===== config.mk =====
export PLATFORM = sky130hd
export DESIGN_NAME = lsft_scan_timing
export DESIGN_NICKNAME = d
export VERILOG_FILES = /design/src/core/lsft_pkg.sv /design/src/core/lsft_line_order.sv /design/src/core/lsft_scan_timing.sv
export SDC_FILE = /design/constraint.sdc
export NUM_CORES = 1
export LEC_CHECK = 0
export BUFFER_PORTS_ARGS = -buffer_cell sky130_fd_sc_hd__buf_4
export CAP_MARGIN = 15
export CORE_ASPECT_RATIO = 1.2
export CORE_MARGIN = 4
export CORE_UTILIZATION = 55
export DETAILED_ROUTE_END_ITERATION = 12
export HOLD_SLACK_MARGIN = 0.05
export PLACE_DENSITY_LB_ADDON = 0.15
export SLEW_MARGIN = 20
export SYNTH_ARGS = -nofsm -noshare
export SYNTH_HDL_FRONTEND = slang
export SYNTH_SLANG_ARGS = --single-unit
export TNS_END_PERCENT = 30

===== constraint.sdc =====
create_clock -name i_clk -period 4.9 [get_ports i_clk]
set_input_delay 0.245 -clock i_clk [delete_from_list [all_inputs] [get_ports i_clk]]
set_output_delay 0.245 -clock i_clk [all_outputs]
set_load 0.02 [all_outputs]

===== src/core/lsft_pkg.sv =====
// Package for the panel scan and frame timing block.
// Assumes one 50 MHz clock; all offsets and counts are used as lsft_pkg::name.
package lsft_pkg;
  localparam int GATE_LINES = 320;
  localparam logic [8:0] LINE_FIRST = 9'h0_001;
  localparam logic [8:0] LINE_LAST = 9'h0_140;
  localparam logic [8:0] LINE_LAST_ODD = 9'h0_13F;
  localparam logic [8:0] LINE_FIRST_EVEN = 9'h0_002;
  // Register word addresses
  localparam logic [3:0] ADDR_SCAN = 4'h0;
  localparam logic [3:0] ADDR_TIMING = 4'h1;
  localparam logic [3:0] ADDR_PORCH = 4'h2;
  localparam logic [3:0] ADDR_GAMMA_POS = 4'h3;
  localparam logic [3:0] ADDR_GAMMA_NEG = 4'h4;
  localparam logic [3:0] ADDR_PARTIAL = 4'h5;
  localparam logic [3:0] ADDR_STATUS = 4'h6;
  localparam logic [3:0] ADDR_TAP = 4'h7;
  // Field positions in the scan control word
  localparam int BIT_INTERLEAVE = 0;
  localparam int BIT_REVERSE = 1;
  localparam int BIT_EIGHT_COLOUR = 2;
  localparam int BIT_FRAME_INV = 3;
  localparam int BIT_PARTIAL = 4;
  localparam int BIT_ENABLE = 5;
  // Reset values
  localparam logic [5:0] RST_SCAN = 6'h00;
  localparam logic [4:0] RST_CLOCKS_PER_LINE = 5'h10;
  localparam logic [1:0] RST_DIV = 2'h0;
  localparam logic [8:0] RST_DRIVEN_LINES = 9'h140;
  localparam logic [3:0] RST_FRONT_PORCH = 4'h2;
  localparam logic [3:0] RST_BACK_PORCH = 4'hE;
  localparam logic [31:0] RST_GAMMA = 32'h0000_0000;
  localparam logic [31:0] RST_PARTIAL = 32'h0000_0000;
  // Register read wait states
  localparam int READ_WAIT_CYCLES = 1;
  typedef enum {LSFT_IDLE, LSFT_DRAW, LSFT_BLANK} lsft_state_e;
endpackage : lsft_pkg


===== src/core/lsft_line_order.sv =====
// Gate line order generator: first line and successor in the chosen scan order.
// Assumes the caller holds the mode bits stable within a frame.
module lsft_line_order (
  input wire logic i_interleave,
  input wire logic i_reverse,
  input wire logic [8:0] i_line,
  output logic [8:0] o_first,
  output logic [8:0] o_next,
  output logic o_last
);
  always_comb
  begin
    o_first = lsft_pkg::LINE_FIRST;
    o_next = i_line;
    o_last = 1'b0;
    case ({i_interleave, i_reverse})
      2'b00:
      begin
        o_first = lsft_pkg::LINE_FIRST;
        o_next = i_line + 9'h001;
        o_last = (i_line == lsft_pkg::LINE_LAST);
      end
      2'b01:
      begin
        o_first = lsft_pkg::LINE_LAST;
        o_next = i_line - 9'h001;
        o_last = (i_line == lsft_pkg::LINE_FIRST);
      end
      2'b10:
      begin
        o_first = lsft_pkg::LINE_FIRST;
        // Odd lines ascending then even lines ascending
        o_next = (i_line == lsft_pkg::LINE_LAST_ODD) ? lsft_pkg::LINE_FIRST_EVEN : i_line + 9'h002;
        o_last = (i_line == lsft_pkg::LINE_LAST);
      end
      default:
      begin
        o_first = lsft_pkg::LINE_LAST;
        // Even lines descending then odd lines descending
        o_next = (i_line == lsft_pkg::LINE_FIRST_EVEN) ? lsft_pkg::LINE_LAST_ODD : i_line - 9'h002;
        o_last = (i_line == lsft_pkg::LINE_FIRST);
      end
    endcase
  end
endmodule : lsft_line_order


===== src/core/lsft_scan_timing.sv =====
// Frame timing, gate scan, polarity and gamma selection for the panel drive.
// Assumes an Avalon-MM master on i_clk; i_clk stands for the oscillator clock.
////////////////////////////////////////////////////////////////////////////////
module lsft_scan_timing (
  input wire logic i_clk,
  input wire logic i_rst_b,
  input wire logic [3:0] i_address,
  input wire logic i_read,
  input wire logic i_write,
  input wire logic [31:0] i_writedata,
  output logic [31:0] o_readdata,
  output logic o_waitrequest,
  input wire logic [17:0] i_dot,
  output logic [8:0] o_gate_line,
  output logic o_gate_active,
  output logic o_line_start,
  output logic o_frame_start,
  output logic o_polarity,
  output logic o_non_lit,
  output logic [17:0] o_source_dot,
  output logic o_mid_levels_on,
  output logic [4:0] o_level0_amp,
  output logic [4:0] o_level31_amp,
  output logic [2:0] o_grad_level4,
  output logic [2:0] o_grad_level27,
  output logic [17:0] o_fine_levels,
  output logic [1:0] o_tap_low,
  output logic [1:0] o_tap_high,
  output logic [1:0] o_ratio_low,
  output logic [1:0] o_ratio_high
);
  ////////////////////////////////////////////////////////////////////////////
  typedef struct packed {
    logic [5:0] scan;
    logic [4:0] clocks_per_line;
    logic [1:0] div;
    logic [8:0] driven_line_count;
    logic [3:0] front_porch_lines;
    logic [3:0] back_porch_lines;
    logic [31:0] gamma_pos;
    logic [31:0] gamma_neg;
    logic [31:0] partial;
    logic [31:0] tap;
    lsft_pkg::lsft_state_e state;
    logic [8:0] line;
    logic [8:0] line_index;
    logic [7:0] clk_count;
    logic [4:0] blank_count;
    logic polarity;
    logic line_start;
    logic frame_start;
    logic [17:0] source_dot;
    logic read_pending;
    logic [31:0] readdata;
    logic [4:0] level0_amp;
    logic [4:0] level31_amp;
    logic [2:0] grad_level4;
    logic [2:0] grad_level27;
    logic [17:0] fine_levels;
    logic [1:0] tap_low;
    logic [1:0] tap_high;
    logic [1:0] ratio_low;
    logic [1:0] ratio_high;
  } lsft_state_s;

  lsft_state_s st;
  lsft_state_s next_st;
  logic [8:0] order_first;
  logic [8:0] order_next;
  logic order_last;
  logic [7:0] period;
  logic line_end;
  logic in_partial;
  logic eight_colour;
  logic [31:0] gamma_pick;
  logic [15:0] tap_pick;
  logic [4:0] porch_total;

  lsft_line_order u_order (
    .i_interleave(st.scan[lsft_pkg::BIT_INTERLEAVE]),
    .i_reverse(st.scan[lsft_pkg::BIT_REVERSE]),
    .i_line(st.line),
    .o_first(order_first),
    .o_next(order_next),
    .o_last(order_last)
  );

  ////////////////////////////////////////////////////////////////////////////
  // Line period is clocks-per-line scaled by 1, 2, 4 or 8, so no oscillator change is needed
  assign period = 8'(st.clocks_per_line) << st.div;
  assign line_end = (st.clk_count == period - 8'h01) || (period == 8'h00);
  assign porch_total = 5'(st.front_porch_lines) + 5'(st.back_porch_lines);
  assign eight_colour = st.scan[lsft_pkg::BIT_EIGHT_COLOUR];
  // Partial window: start line in [8:0], end line in [24:16]
  assign in_partial = (st.line >= st.partial[8:0]) && (st.line <= st.partial[24:16]);

  always_comb
  begin
    next_st = st;
    next_st.line_start = 1'b0;
    next_st.frame_start = 1'b0;
    // Register writes
    if (i_write)
    begin
      case (i_address)
        lsft_pkg::ADDR_SCAN: next_st.scan = i_writedata[5:0];
        lsft_pkg::ADDR_TIMING:
        begin
          next_st.clocks_per_line = i_writedata[4:0];
          next_st.div = i_writedata[9:8];
          next_st.driven_line_count = i_writedata[24:16];
        end
        lsft_pkg::ADDR_PORCH:
        begin
          next_st.front_porch_lines = i_writedata[3:0];
          next_st.back_porch_lines = i_writedata[11:8];
        end
        lsft_pkg::ADDR_GAMMA_POS: next_st.gamma_pos = i_writedata;
        lsft_pkg::ADDR_GAMMA_NEG: next_st.gamma_neg = i_writedata;
        lsft_pkg::ADDR_PARTIAL: next_st.partial = i_writedata;
        lsft_pkg::ADDR_TAP: next_st.tap = i_writedata;
        default: ;
      endcase
    end
    // Reads take one wait state; unmapped reads return zero
    next_st.read_pending = i_read && !st.read_pending;
    case (i_address)
      lsft_pkg::ADDR_SCAN: next_st.readdata = {26'h0, st.scan};
      lsft_pkg::ADDR_TIMING: next_st.readdata = {7'h0, st.driven_line_count, 6'h0, st.div, 3'h0, st.clocks_per_line};
      lsft_pkg::ADDR_PORCH: next_st.readdata = {20'h0, st.back_porch_lines, 4'h0, st.front_porch_lines};
      lsft_pkg::ADDR_GAMMA_POS: next_st.readdata = st.gamma_pos;
      lsft_pkg::ADDR_GAMMA_NEG: next_st.readdata = st.gamma_neg;
      lsft_pkg::ADDR_PARTIAL: next_st.readdata = st.partial;
      lsft_pkg::ADDR_TAP: next_st.readdata = st.tap;
      lsft_pkg::ADDR_STATUS: next_st.readdata = {14'h0, st.state == lsft_pkg::LSFT_BLANK, st.polarity,
                                                  7'h0, st.line};
      default: next_st.readdata = 32'h0000_0000;
    endcase

    // Display source data: in eight-colour each component's MSB fills the rest
    if (eight_colour)
    begin
      next_st.source_dot = {{6{i_dot[17]}}, {6{i_dot[11]}}, {6{i_dot[5]}}};
    end
    else
    begin
      next_st.source_dot = i_dot;
    end

    case (st.state)
      lsft_pkg::LSFT_IDLE:
      begin
        if (st.scan[lsft_pkg::BIT_ENABLE])
        begin
          next_st.state = lsft_pkg::LSFT_DRAW;
          next_st.line = order_first;
          next_st.line_index = 9'h001;
          next_st.clk_count = 8'h00;
          next_st.line_start = 1'b1;
          next_st.frame_start = 1'b1;
        end
      end
      lsft_pkg::LSFT_DRAW:
      begin
        next_st.clk_count = line_end ? 8'h00 : st.clk_count + 8'h01;
        if (line_end)
        begin
          // Frame inversion is legal only in eight-colour; the host keeps to that
          if (!st.scan[lsft_pkg::BIT_FRAME_INV])
          begin
            next_st.polarity = !st.polarity;
          end
          if (order_last || st.line_index >= st.driven_line_count)
          begin
            next_st.state = lsft_pkg::LSFT_BLANK;
            next_st.blank_count = 5'h00;
          end
          else
          begin
            next_st.line = order_next;
            next_st.line_index = st.line_index + 9'h001;
            next_st.line_start = 1'b1;
          end
        end
      end
      lsft_pkg::LSFT_BLANK:
      begin
        next_st.clk_count = line_end ? 8'h00 : st.clk_count + 8'h01;
        if (line_end || porch_total == 5'h00)
        begin
          next_st.blank_count = st.blank_count + 5'h01;
          if (st.blank_count + 5'h01 >= porch_total)
          begin
            if (st.scan[lsft_pkg::BIT_FRAME_INV])
            begin
              next_st.polarity = !st.polarity;
            end
            next_st.clk_count = 8'h00;
            if (st.scan[lsft_pkg::BIT_ENABLE])
            begin
              next_st.state = lsft_pkg::LSFT_DRAW;
              next_st.line = order_first;
              next_st.line_index = 9'h001;
              next_st.line_start = 1'b1;
              next_st.frame_start = 1'b1;
            end
            else
            begin
              next_st.state = lsft_pkg::LSFT_IDLE;
            end
          end
        end
      end
      default: next_st.state = lsft_pkg::LSFT_IDLE;
    endcase

    // Gamma outputs are registered against the polarity of the coming cycle, so they never lag it
    gamma_pick = next_st.polarity ? next_st.gamma_neg : next_st.gamma_pos;
    // Tap word: positive half [15:0], negative half [31:16]; each half holds
    // tap_low[1:0], tap_high[3:2], ratio_low[5:4], ratio_high[7:6], fine5[10:8]
    tap_pick = next_st.polarity ? next_st.tap[31:16] : next_st.tap[15:0];
    next_st.level0_amp = gamma_pick[4:0];
    next_st.level31_amp = gamma_pick[9:5];
    next_st.grad_level4 = gamma_pick[12:10];
    next_st.grad_level27 = gamma_pick[15:13];
    next_st.fine_levels = {tap_pick[10:8], gamma_pick[30:16]};
    next_st.tap_low = tap_pick[1:0];
    next_st.tap_high = tap_pick[3:2];
    next_st.ratio_low = tap_pick[5:4];
    next_st.ratio_high = tap_pick[7:6];
    // Only the end-point amplitudes survive eight-colour; the mid supplies are off anyway
    if (next_st.scan[lsft_pkg::BIT_EIGHT_COLOUR])
    begin
      next_st.grad_level4 = 3'h0;
      next_st.grad_level27 = 3'h0;
      next_st.fine_levels = 18'h0_0000;
      next_st.tap_low = 2'h0;
      next_st.tap_high = 2'h0;
      next_st.ratio_low = 2'h0;
      next_st.ratio_high = 2'h0;
    end
  end

  always_ff @(posedge i_clk or negedge i_rst_b)
  begin
    if (!i_rst_b)
    begin
      st <= '0;
      st.scan <= lsft_pkg::RST_SCAN;
      st.clocks_per_line <= lsft_pkg::RST_CLOCKS_PER_LINE;
      st.div <= lsft_pkg::RST_DIV;
      st.driven_line_count <= lsft_pkg::RST_DRIVEN_LINES;
      st.front_porch_lines <= lsft_pkg::RST_FRONT_PORCH;
      st.back_porch_lines <= lsft_pkg::RST_BACK_PORCH;
      st.gamma_pos <= lsft_pkg::RST_GAMMA;
      st.gamma_neg <= lsft_pkg::RST_GAMMA;
      st.partial <= lsft_pkg::RST_PARTIAL;
      st.tap <= lsft_pkg::RST_GAMMA;
      st.state <= lsft_pkg::LSFT_IDLE;
    end
    else
    begin
      st <= next_st;
    end
  end

  ////////////////////////////////////////////////////////////////////////////
  assign o_waitrequest = i_read && !st.read_pending;
  assign o_readdata = st.readdata;
  assign o_gate_line = st.line;
  assign o_gate_active = (st.state == lsft_pkg::LSFT_DRAW);
  assign o_line_start = st.line_start;
  assign o_frame_start = st.frame_start;
  assign o_polarity = st.polarity;
  assign o_non_lit = (st.state == lsft_pkg::LSFT_DRAW) && st.scan[lsft_pkg::BIT_PARTIAL] && !in_partial;
  assign o_source_dot = st.source_dot;
  assign o_mid_levels_on = !eight_colour;
  // Gamma word: amp0[4:0], amp31[9:5], grad4[12:10], grad27[15:13], fine0..4[30:16]
  assign o_level0_amp = st.level0_amp;
  assign o_level31_amp = st.level31_amp;
  assign o_grad_level4 = st.grad_level4;
  assign o_grad_level27 = st.grad_level27;
  assign o_fine_levels = st.fine_levels;
  assign o_tap_low = st.tap_low;
  assign o_tap_high = st.tap_high;
  assign o_ratio_low = st.ratio_low;
  assign o_ratio_high = st.ratio_high;
endmodule : lsft_scan_timing


==> metrics.md, run 1 <==
| Metric | Value |
|---|---|
| Async S/R FF share, synth | `100%` |
| Global-route usage over all layers | `26.3%` |
| Aggregate routed wire length | `39.6 mm` |
| Placed wire-length estimate | `25.9 mm` |
| Most frequent cells after synthesis | `280 x dfrtp_1, 135 x mux2_2, 101 x buf_4` |
| RSZ-0062 raised after global routing | `false` |
| Total CTS buffers | `28` |
| Finished Cell Area | `17300 sq um` |
| Fin crit share | `88.5%` |
| Setup ws final | `0.565 ns` |
| Type of origin of the critical path | `register` |
| Cell breakdown of the critical path | `mux2_2, nand2_1, ha_1, inv_1, a2111oi_2, o21ai_1, mux2_2, a211oi_2, o2111ai_1, a21boi_1, mux2i_4, or2_2, buf_12, mux2_2` |
| Setup violators final | `0` |
| Fillers | `2080` |
| Postcts setup bufs | `0` |
| Post-synth EDFFs | `0` |
| Cell with the largest stage delay on the worst path | `dfrtp_1` |
| Yosys warnings | `0` |
| Max Slew Vio Count | `0` |
| Post-Place Worst Slack | `0.640 ns` |
| Fmax | `0.231 GHz` |
| Routed len/inst | `21.5 um` |
| Status | `completed` |
| Die footprint | `29900 sq um` |
| FF+latch count, synth | `287` |
| Placed instance area | `15700 sq um` |
| Initial DRC Count | `634` |
| Initial antenna violation count | `0` |
| Cells after Synth | `1394` |
| TritonCTS clock tree | `done` |
| Top_reg_cell synth | `dfrtp_1` |
| Syn nets | `1507` |
| First-pass GRT wire length | `62.3 mm` |
| Initial Util | `56.3%` |
| Antenna fix cells | `0` |
| Vias per inst | `5.97` |
| Synthesized cell area | `14900 sq um` |
| Crit Path Category | `reg2reg` |
| Synth top area share | `46.9%` |
| Peak VDD IR | `0.334 mV` |
| P_leak | `8.29 nW` |
| Number of H-tree levels | `1` |
| Netlist cell types | `70` |
| CTS clk-pin slew, worst paths | `0.07 ns` |
| Chip height | `188 um` |
| Port Buffer Count | `165` |
| Root buf cell | `clkbuf_16` |
| Post-layout minimum cycle time | `4.33 ns` |
| Syn-to-layout area delta | `15.6%` |
| Worst Reg-to-Reg Cells | `14` |
| Setup TNS Final | `0 ns` |
| Most frequent cell after synthesis | `dfrtp_1` |
| Clk_lat worst skew | `0.55 ns` |
| Worst slew pin tran | `1.13 ns` |
| Via count | `10988` |
| CTS Sinks | `287` |
| I/O Pins | `166` |
| Die X | `158 um` |
| Clock Skew | `0.00869 ns` |
| Vias in the first global route | `11010` |
| Detail Route Antenna Nets | `0` |
| Layout cells sized above 1 | `26.5%` |
| CP max stage delay | `0.62 ns` |
| CORE AREA | `26500 sq um` |
| Required time of the critical path | `5.33 ns` |
| MaxCap Viol Count | `0` |
| Clock Path Buffers | `3` |
| Final #Nets | `1595` |
| Final Util | `65.1%` |
| Cell row count | `65` |
| CP Capture Type | `register` |
| CTS Hold Bufs | `53` |
| PwrDens | `525 nW/um^2` |
| Congestion Overflow GR | `0` |
| Mean post-synth cell area | `10.7 sq um` |
| Max-slew headroom | `24.3%` |
| Fin. Hold Viols | `0` |
| Maximum net fanout on the critical path | `19` |
| Hold Path Class | `in2reg` |
| Largest net degree at the start of global routing | `106` |
| Synth area leader | `dfrtp_1` |
| Worst hold stages | `3` |
| RePlAce Congestion | `0.885` |
| Sequential share of the synthesized area | `48.2%` |
| Resized cells post-CTS | `0` |
| DRC violations left | `0` |
| Pre-Repair DR Iteration Count | `7` |
| Arr. time, crit path | `4.77 ns` |
| Synth area leaders | `dfrtp_1 47%, mux2_2 10%, buf_4 5.1%` |
| Most used cell along the critical path | `mux2_2` |
-- power by group --
group | leakage, nW | internal (mW) | total (mW) | switching (mW)
registers | 3.61 | 2.94 | 3.50 | 0.553
logic | 4.18 | 1.42 | 3.24 | 1.82
clock network | 0.493 | 1.37 | 2.32 | 0.950
-- final timing paths --
check	from	endpoint	slack (ns)
worst max register to register	st[304]	o_level0_amp[1]	0.57
worst max-delay path	st[304]	o_level0_amp[1]	0.57
min in group asynchronous	i_rst_b	o_readdata[7]	0.36
worst min-delay path	i_write	st[175]	0.13
max in group asynchronous	i_rst_b	st[303]	3.51
worst min register to register	st[74]	st[74]	0.41
-- cells in the final DEF, fill, tap and decap left out, drive strengths merged, types with 4 or more instances in the layout --
| cell | count |
|---|---|
| a211oi | 28 |
| nand2 | 98 |
| a22o | 4 |
| mux2 | 142 |
| buf | 180 |
| xor2 | 14 |
| nor2b | 14 |
| dfrtp | 280 |
| o211ai | 5 |
| inv | 93 |
| a2111oi | 6 |
| a221oi | 5 |
| a21o | 16 |
| bufinv | 4 |
| xnor2 | 19 |
| nor3 | 42 |
| nand4 | 6 |
| or3 | 6 |
| nand3 | 47 |
| nand3b | 4 |
| dfstp | 7 |
| and3 | 11 |
| dlygate4sd3 | 53 |
| a31oi | 8 |
| clkbuf | 35 |
| a21oi | 29 |
| o21ai | 79 |
| and2 | 6 |
| a22oi | 59 |
| nand2b | 12 |
| a311oi | 10 |
| o31ai | 8 |
| mux2i | 28 |
| ha | 54 |
| clkinv | 7 |
| nor2 | 35 |
| o21a | 7 |
-- cell type report --
| cell class | count | area, sq um | area share [%] |
|---|---|---|---|
| Clock buffer | 35 | 798 | 4.63 |
| Clock inverter | 17 | 208 | 1.20 |
| Inverter | 90 | 338 | 1.96 |
| Multi-Input combinational cell | 842 | 6370 | 36.9 |
| Sequential cell | 287 | 7190 | 41.7 |
| Tap cell | 335 | 419 | 2.43 |
| Timing Repair Buffer | 233 | 1930 | 11.2 |
-- worst max-delay path, delay by kind of cell (launching register included) --
family	cells	cell delay, ns
muxes	4	1.30
adders and majority gates	1	0.21
DFF	1	0.62
AOI/OAI and AO/OA	5	1.18
and+or+nand+nor	2	0.54
buffers and inverters	2	0.35
-- per-layer routing --
metal | up-vias | track usage, % | part of all wire (%)
met5 | - | 0 | 0
met4 | 0 | 6.33 | 2.2
met3 | 72 | 3.56 | 5.8
met2 | 347 | 43.5 | 49
met1 | 5547 | 36.8 | 43
li1 | 5022 | - | -
-- registers in the layout, indices dropped and copies added, names as in the netlist, 3 cells and up --
| name | cells |
|---|---|
| o_fine_levels | 18 |
| o_gate_line | 9 |
| o_grad_level27 | 3 |
| o_grad_level4 | 3 |
| o_level0_amp | 5 |
| o_level31_amp | 5 |
| o_readdata | 32 |
| o_source_dot | 18 |
| st | 182 |
-- cells by family after synthesis --
family / synth area share, %
compound gates: 13.3
simple gates: 9.40
fa+ha+maj: 4.66
mux: 13.2
flops: 48.2
buf+inv: 9.36
xor+xnor: 1.94
-- metrics by stage --
step / std cells / hold WS, ns / total power, mW
CTS: 1839 / 0.0991 / 9.08
finish: 1839 / 0.132 / 9.06
detailed placement: 1734 / 0.357 / 6.71
global placement: 1734 / 0.351 / 6.65
floorplan: 1394 / -0.0506 / 5.84
global route: 1839 / 0.131 / 9.57
Note: power is estimated with default switching activity, not from simulation.
==> inputs of run 2 (changes only) <==
--- a/config.mk
+++ b/config.mk
@@ -5,6 +5,7 @@
 export SDC_FILE = /design/constraint.sdc
 export NUM_CORES = 1
 export LEC_CHECK = 0
+export ABC_AREA = 1
 export BUFFER_PORTS_ARGS = -buffer_cell sky130_fd_sc_hd__buf_4
 export CAP_MARGIN = 15
 export CORE_ASPECT_RATIO = 1.2
@@ -12,7 +13,7 @@
 export CORE_UTILIZATION = 55
 export DETAILED_ROUTE_END_ITERATION = 12
 export HOLD_SLACK_MARGIN = 0.05
-export PLACE_DENSITY_LB_ADDON = 0.15
+export PLACE_DENSITY = 0.84
 export SLEW_MARGIN = 20
 export SYNTH_ARGS = -nofsm -noshare
 export SYNTH_HDL_FRONTEND = slang
==> constraint.sdc (replaced) <==
create_clock -name i_clk -period 4.5 [get_ports i_clk]
set_input_delay 0.225 -clock i_clk [delete_from_list [all_inputs] [get_ports i_clk]]
set_output_delay 0.225 -clock i_clk [all_outputs]
set_load 0.02 [all_outputs]
==> run 2 against run 1 <==
- die area is 1.9% higher
- final cell count is 23% higher
- first-iteration DRC count is 92% higher
- sequential cell count stayed put
- fmax is 11% higher
- sequential share of layout area is 0.054 points lower
- power is 11% higher
- largest cell class unchanged
- highest routed layer is now met5
==> metrics.md, run 2 <==
| Metric | Value |
|---|---|
| Placed instance count | `2166 (+25%)` |
| Yosys warnings | `0 (unchanged)` |
| Final #Nets | `2016 (+26%)` |
| Arr. time, crit path | `4.33 ns (-0.44 ns)` |
| Syn-to-layout area delta | `13.4%` |
| Placed instance area | `16000 sq um (+1.5%)` |
| Sequential share of the synthesized area | `47.2% (-0.95 points)` |
| Combinational fraction of design power | `41.9% (+6.2 points)` |
| DRC violations left | `0 (unchanged)` |
| Most common cell after layout, fill and taps aside | `nand2_1` |
| I/O Pins | `166 (unchanged)` |
| Worst r2r src | `st[288]` |
| Most frequent cell after synthesis | `nand2_1` |
| Fmax | `0.257 GHz (+11%)` |
| Detail Route Antenna Nets | `0 (unchanged)` |
| Total CTS buffers | `29 (+3.6%)` |
| Fin. Hold Viols | `0 (unchanged)` |
| TritonCTS clock tree | `done` |
| Postcts setup bufs | `0 (unchanged)` |
| CP Capture Type | `register` |
| Netlist cell types | `50 (-29%)` |
| Crit Path Category | `reg2reg` |
| Top_reg_cell synth | `dfrtp_1` |
| Synth area leaders | `dfrtp_1 46%, nand2_1 11%, o21ai_0 6.5%` |
| Placed wire-length estimate | `29.1 mm (+12%)` |
| CORE AREA | `27200 sq um (+2.5%)` |
| Vias in the first global route | `13120 (+19%)` |
| Chip height | `190 um (+0.95%)` |
| RePlAce Congestion | `0.927 (+4.7%)` |
| Die X | `160 um (+0.95%)` |
| CTS Sinks | `287 (unchanged)` |
| Mean post-synth cell area | `8.37 sq um (-22%)` |
| Most frequent cells after synthesis | `453 x nand2_1, 280 x dfrtp_1, 200 x inv_1` |
| Syn nets | `1932 (+28%)` |
| Number of H-tree levels | `1 (unchanged)` |
| Aggregate routed wire length | `42.9 mm (+8.5%)` |
| Pint | `5.84 mW (+1.9%)` |
| Global-route usage over all layers | `27.8% (+1.6 points)` |
| First-pass GRT wire length | `68.2 mm (+9.5%)` |
| Non-Filler Instances | `2263 (+23%)` |
| Sw Ratio | `42.0% (+5.3 points)` |
| Antenna fix cells | `0 (unchanged)` |
| Initial antenna violation count | `1 (+1)` |
| Clock Skew | `0.0109 ns (+0.00220 ns)` |
| Worst setup path start | `st[288]` |
| Clk_lat worst skew | `0.55 ns (about the same)` |
| Async S/R FF share, synth | `100% (unchanged)` |
| RSZ-0062 raised after global routing | `false` |
| Port Buffer Count | `165 (unchanged)` |
| Cell row count | `66 (+1.5%)` |
| Layout cells sized above 1 | `15.8% (-11 points)` |
| P_leak | `8.65 nW (+4.4%)` |
| Initial Util | `56.1% (-0.26 points)` |
| Max reg flops | `182 (unchanged)` |
| Status | `completed` |
| Post-layout minimum cycle time | `3.89 ns (-0.441 ns)` |
| Type of origin of the critical path | `register` |
| Setup TNS Final | `0 ns (unchanged)` |
| Post-synth EDFFs | `0 (unchanged)` |
| Max Slew Vio Count | `0 (unchanged)` |
| Register name with the most flops | `st` |
| Fin crit share | `86.5% (-1.9 points)` |
| Routed len/inst | `19.0 um (-12%)` |
| Pre-Repair DR Iteration Count | `5 (-2)` |
| Hold Path Class | `in2reg` |
| Cells after Synth | `1819 (+30%)` |
| Maximum net fanout on the critical path | `19 (unchanged)` |
| Synthesized cell area | `15200 sq um (+2.0%)` |
| Die footprint | `30400 sq um (+1.9%)` |
| Sequential power share | `36.0% (-2.6 points)` |
| Clk network pwr share | `22.1% (-3.6 points)` |
| Synth area leader | `dfrtp_1` |
| Finished Cell Area | `17300 sq um (+0.13%)` |
| Clock Path Buffers | `3 (unchanged)` |
| MaxCap Viol Count | `0 (unchanged)` |
| Vias per inst | `5.76 (-3.6%)` |
| Peak VDD IR | `0.367 mV (+9.8%)` |
| PwrDens | `583 nW/um^2 (+11%)` |
| Max-slew headroom | `28.8% (+4.5 points)` |
| Most frequent cells in the layout | `448 x nand2_1, 280 x dfrtp_1, 200 x inv_1` |
| Net switching power | `4.23 mW (+27%)` |
| Worst slew pin tran | `1.06 ns (-0.0665 ns)` |
| HP Start | `i_writedata[9]` |
| Synth top area share | `46.0% (-0.92 points)` |
| CTS clk-pin slew, worst paths | `0.06 ns (about the same)` |
| Initial DRC Count | `1219 (+92%)` |
| Root buf cell | `clkbuf_16` |
| Setup violators final | `0 (unchanged)` |
| Congestion Overflow GR | `0 (unchanged)` |
| Largest net degree at the start of global routing | `124 (+17%)` |
| Via count | `13035 (+19%)` |
| FF+latch count, synth | `287 (unchanged)` |
| Required time of the critical path | `4.93 ns (-0.40 ns)` |
[run 2: changes by cell type in the layout (fill, tap and decap cells not counted), sizes merged, moves of 25 or more]
cell and delta:
o21ai +136, mux2 -142, nand2 +368, a211oi -25, a22oi -59, inv +115, mux2i -26, nor2 +66
nand3 +43, a21oi +40
[run 2: area by class of cell]
class                      instances  area, sq um
clock buffer                      44          812
fill                            2145         9890
timing repair buffer             225         1840
multi-input combinational       1149         6160
tap                              340          425
inverter                         211          801
sequential                       287         7190
clock inverter                     7         47.5
[run 2: per-stage QoR]
stage               worst slack (ns)  hold slack (ns)  util, %  power, mW
detailed placement             0.702            0.340     58.7       7.75
CTS                            0.640           0.0722     63.6       10.0
finish                         0.606           0.0837     63.6       10.1
global route                   0.263           0.0911     63.6       10.7
floorplan                       1.29          -0.0706        -       6.78
global placement               0.780            0.328     58.7       7.61
[run 2: final timing paths]
check	end	slack, ns	depth (start not counted)
worst max-delay path	st[113]	0.61	13
worst min-delay path	st[200]	0.08	3
worst max register to register	st[113]	0.61	13
worst min register to register	st[74]	0.41	1
max in group asynchronous	o_gate_line[8]	3.01	3
min in group asynchronous	st[74]	0.30	2
[run 2: layer usage]
metal | track usage (%) | vias up | part of all wire (%)
met5 | 0 | - | 0.030
met4 | 14.2 | 2 | 5.5
met3 | 4.76 | 170 | 8.4
met2 | 47.1 | 685 | 48
met1 | 34.6 | 6171 | 38
li1 | - | 6007 | -
[run 2: repair_timing]
action / 4_1_cts / 5_1_grt
hold buffers: 46 / 0
endpoints found under the hold margin: 211 / 0
resized for setup: 0 / 0
[run 2: critical path, cell delays in order (launching register included)]
cell	delay, ns
dfstp_2	0.55
inv_1	0.07
fa_1	0.45
o21ai_0	0.20
a21oi_1	0.12
ha_1	0.33
nand2_1	0.08
o311ai_0	0.68
a21oi_1	0.16
nor3_1	0.31
nand4_4	0.29
clkinv_2	0.28
o21ai_1	0.09
and2_1	0.16
[run 2: kinds of logic (layout without fill, tap and decap cells)]
group / after synthesis / in the layout / synth area share [%]
AOI/OAI and AO/OA: 362 / 362 / 13.5
xor gates and xnor gates: 28 / 28 / 1.61
adders and majority gates: 55 / 55 / 4.57
buffers and inverters: 383 / 487 / 12.5
DFF: 287 / 287 / 47.2
muxes: 2 / 2 / 0.131
and+or+nand+nor: 702 / 702 / 20.4
[run 2: power groups by stage]
| stage | logic (mW) | registers, mW | clock network (mW) |
|---|---|---|---|
| finish | 4.22 | 3.62 | 2.22 |
| global route | 4.65 | 3.67 | 2.37 |
| CTS | 4.18 | 3.61 | 2.25 |
| detailed placement | 4.11 | 3.64 | 0 |
| global placement | 3.98 | 3.63 | 0 |
| floorplan | 3.32 | 3.47 | 0 |
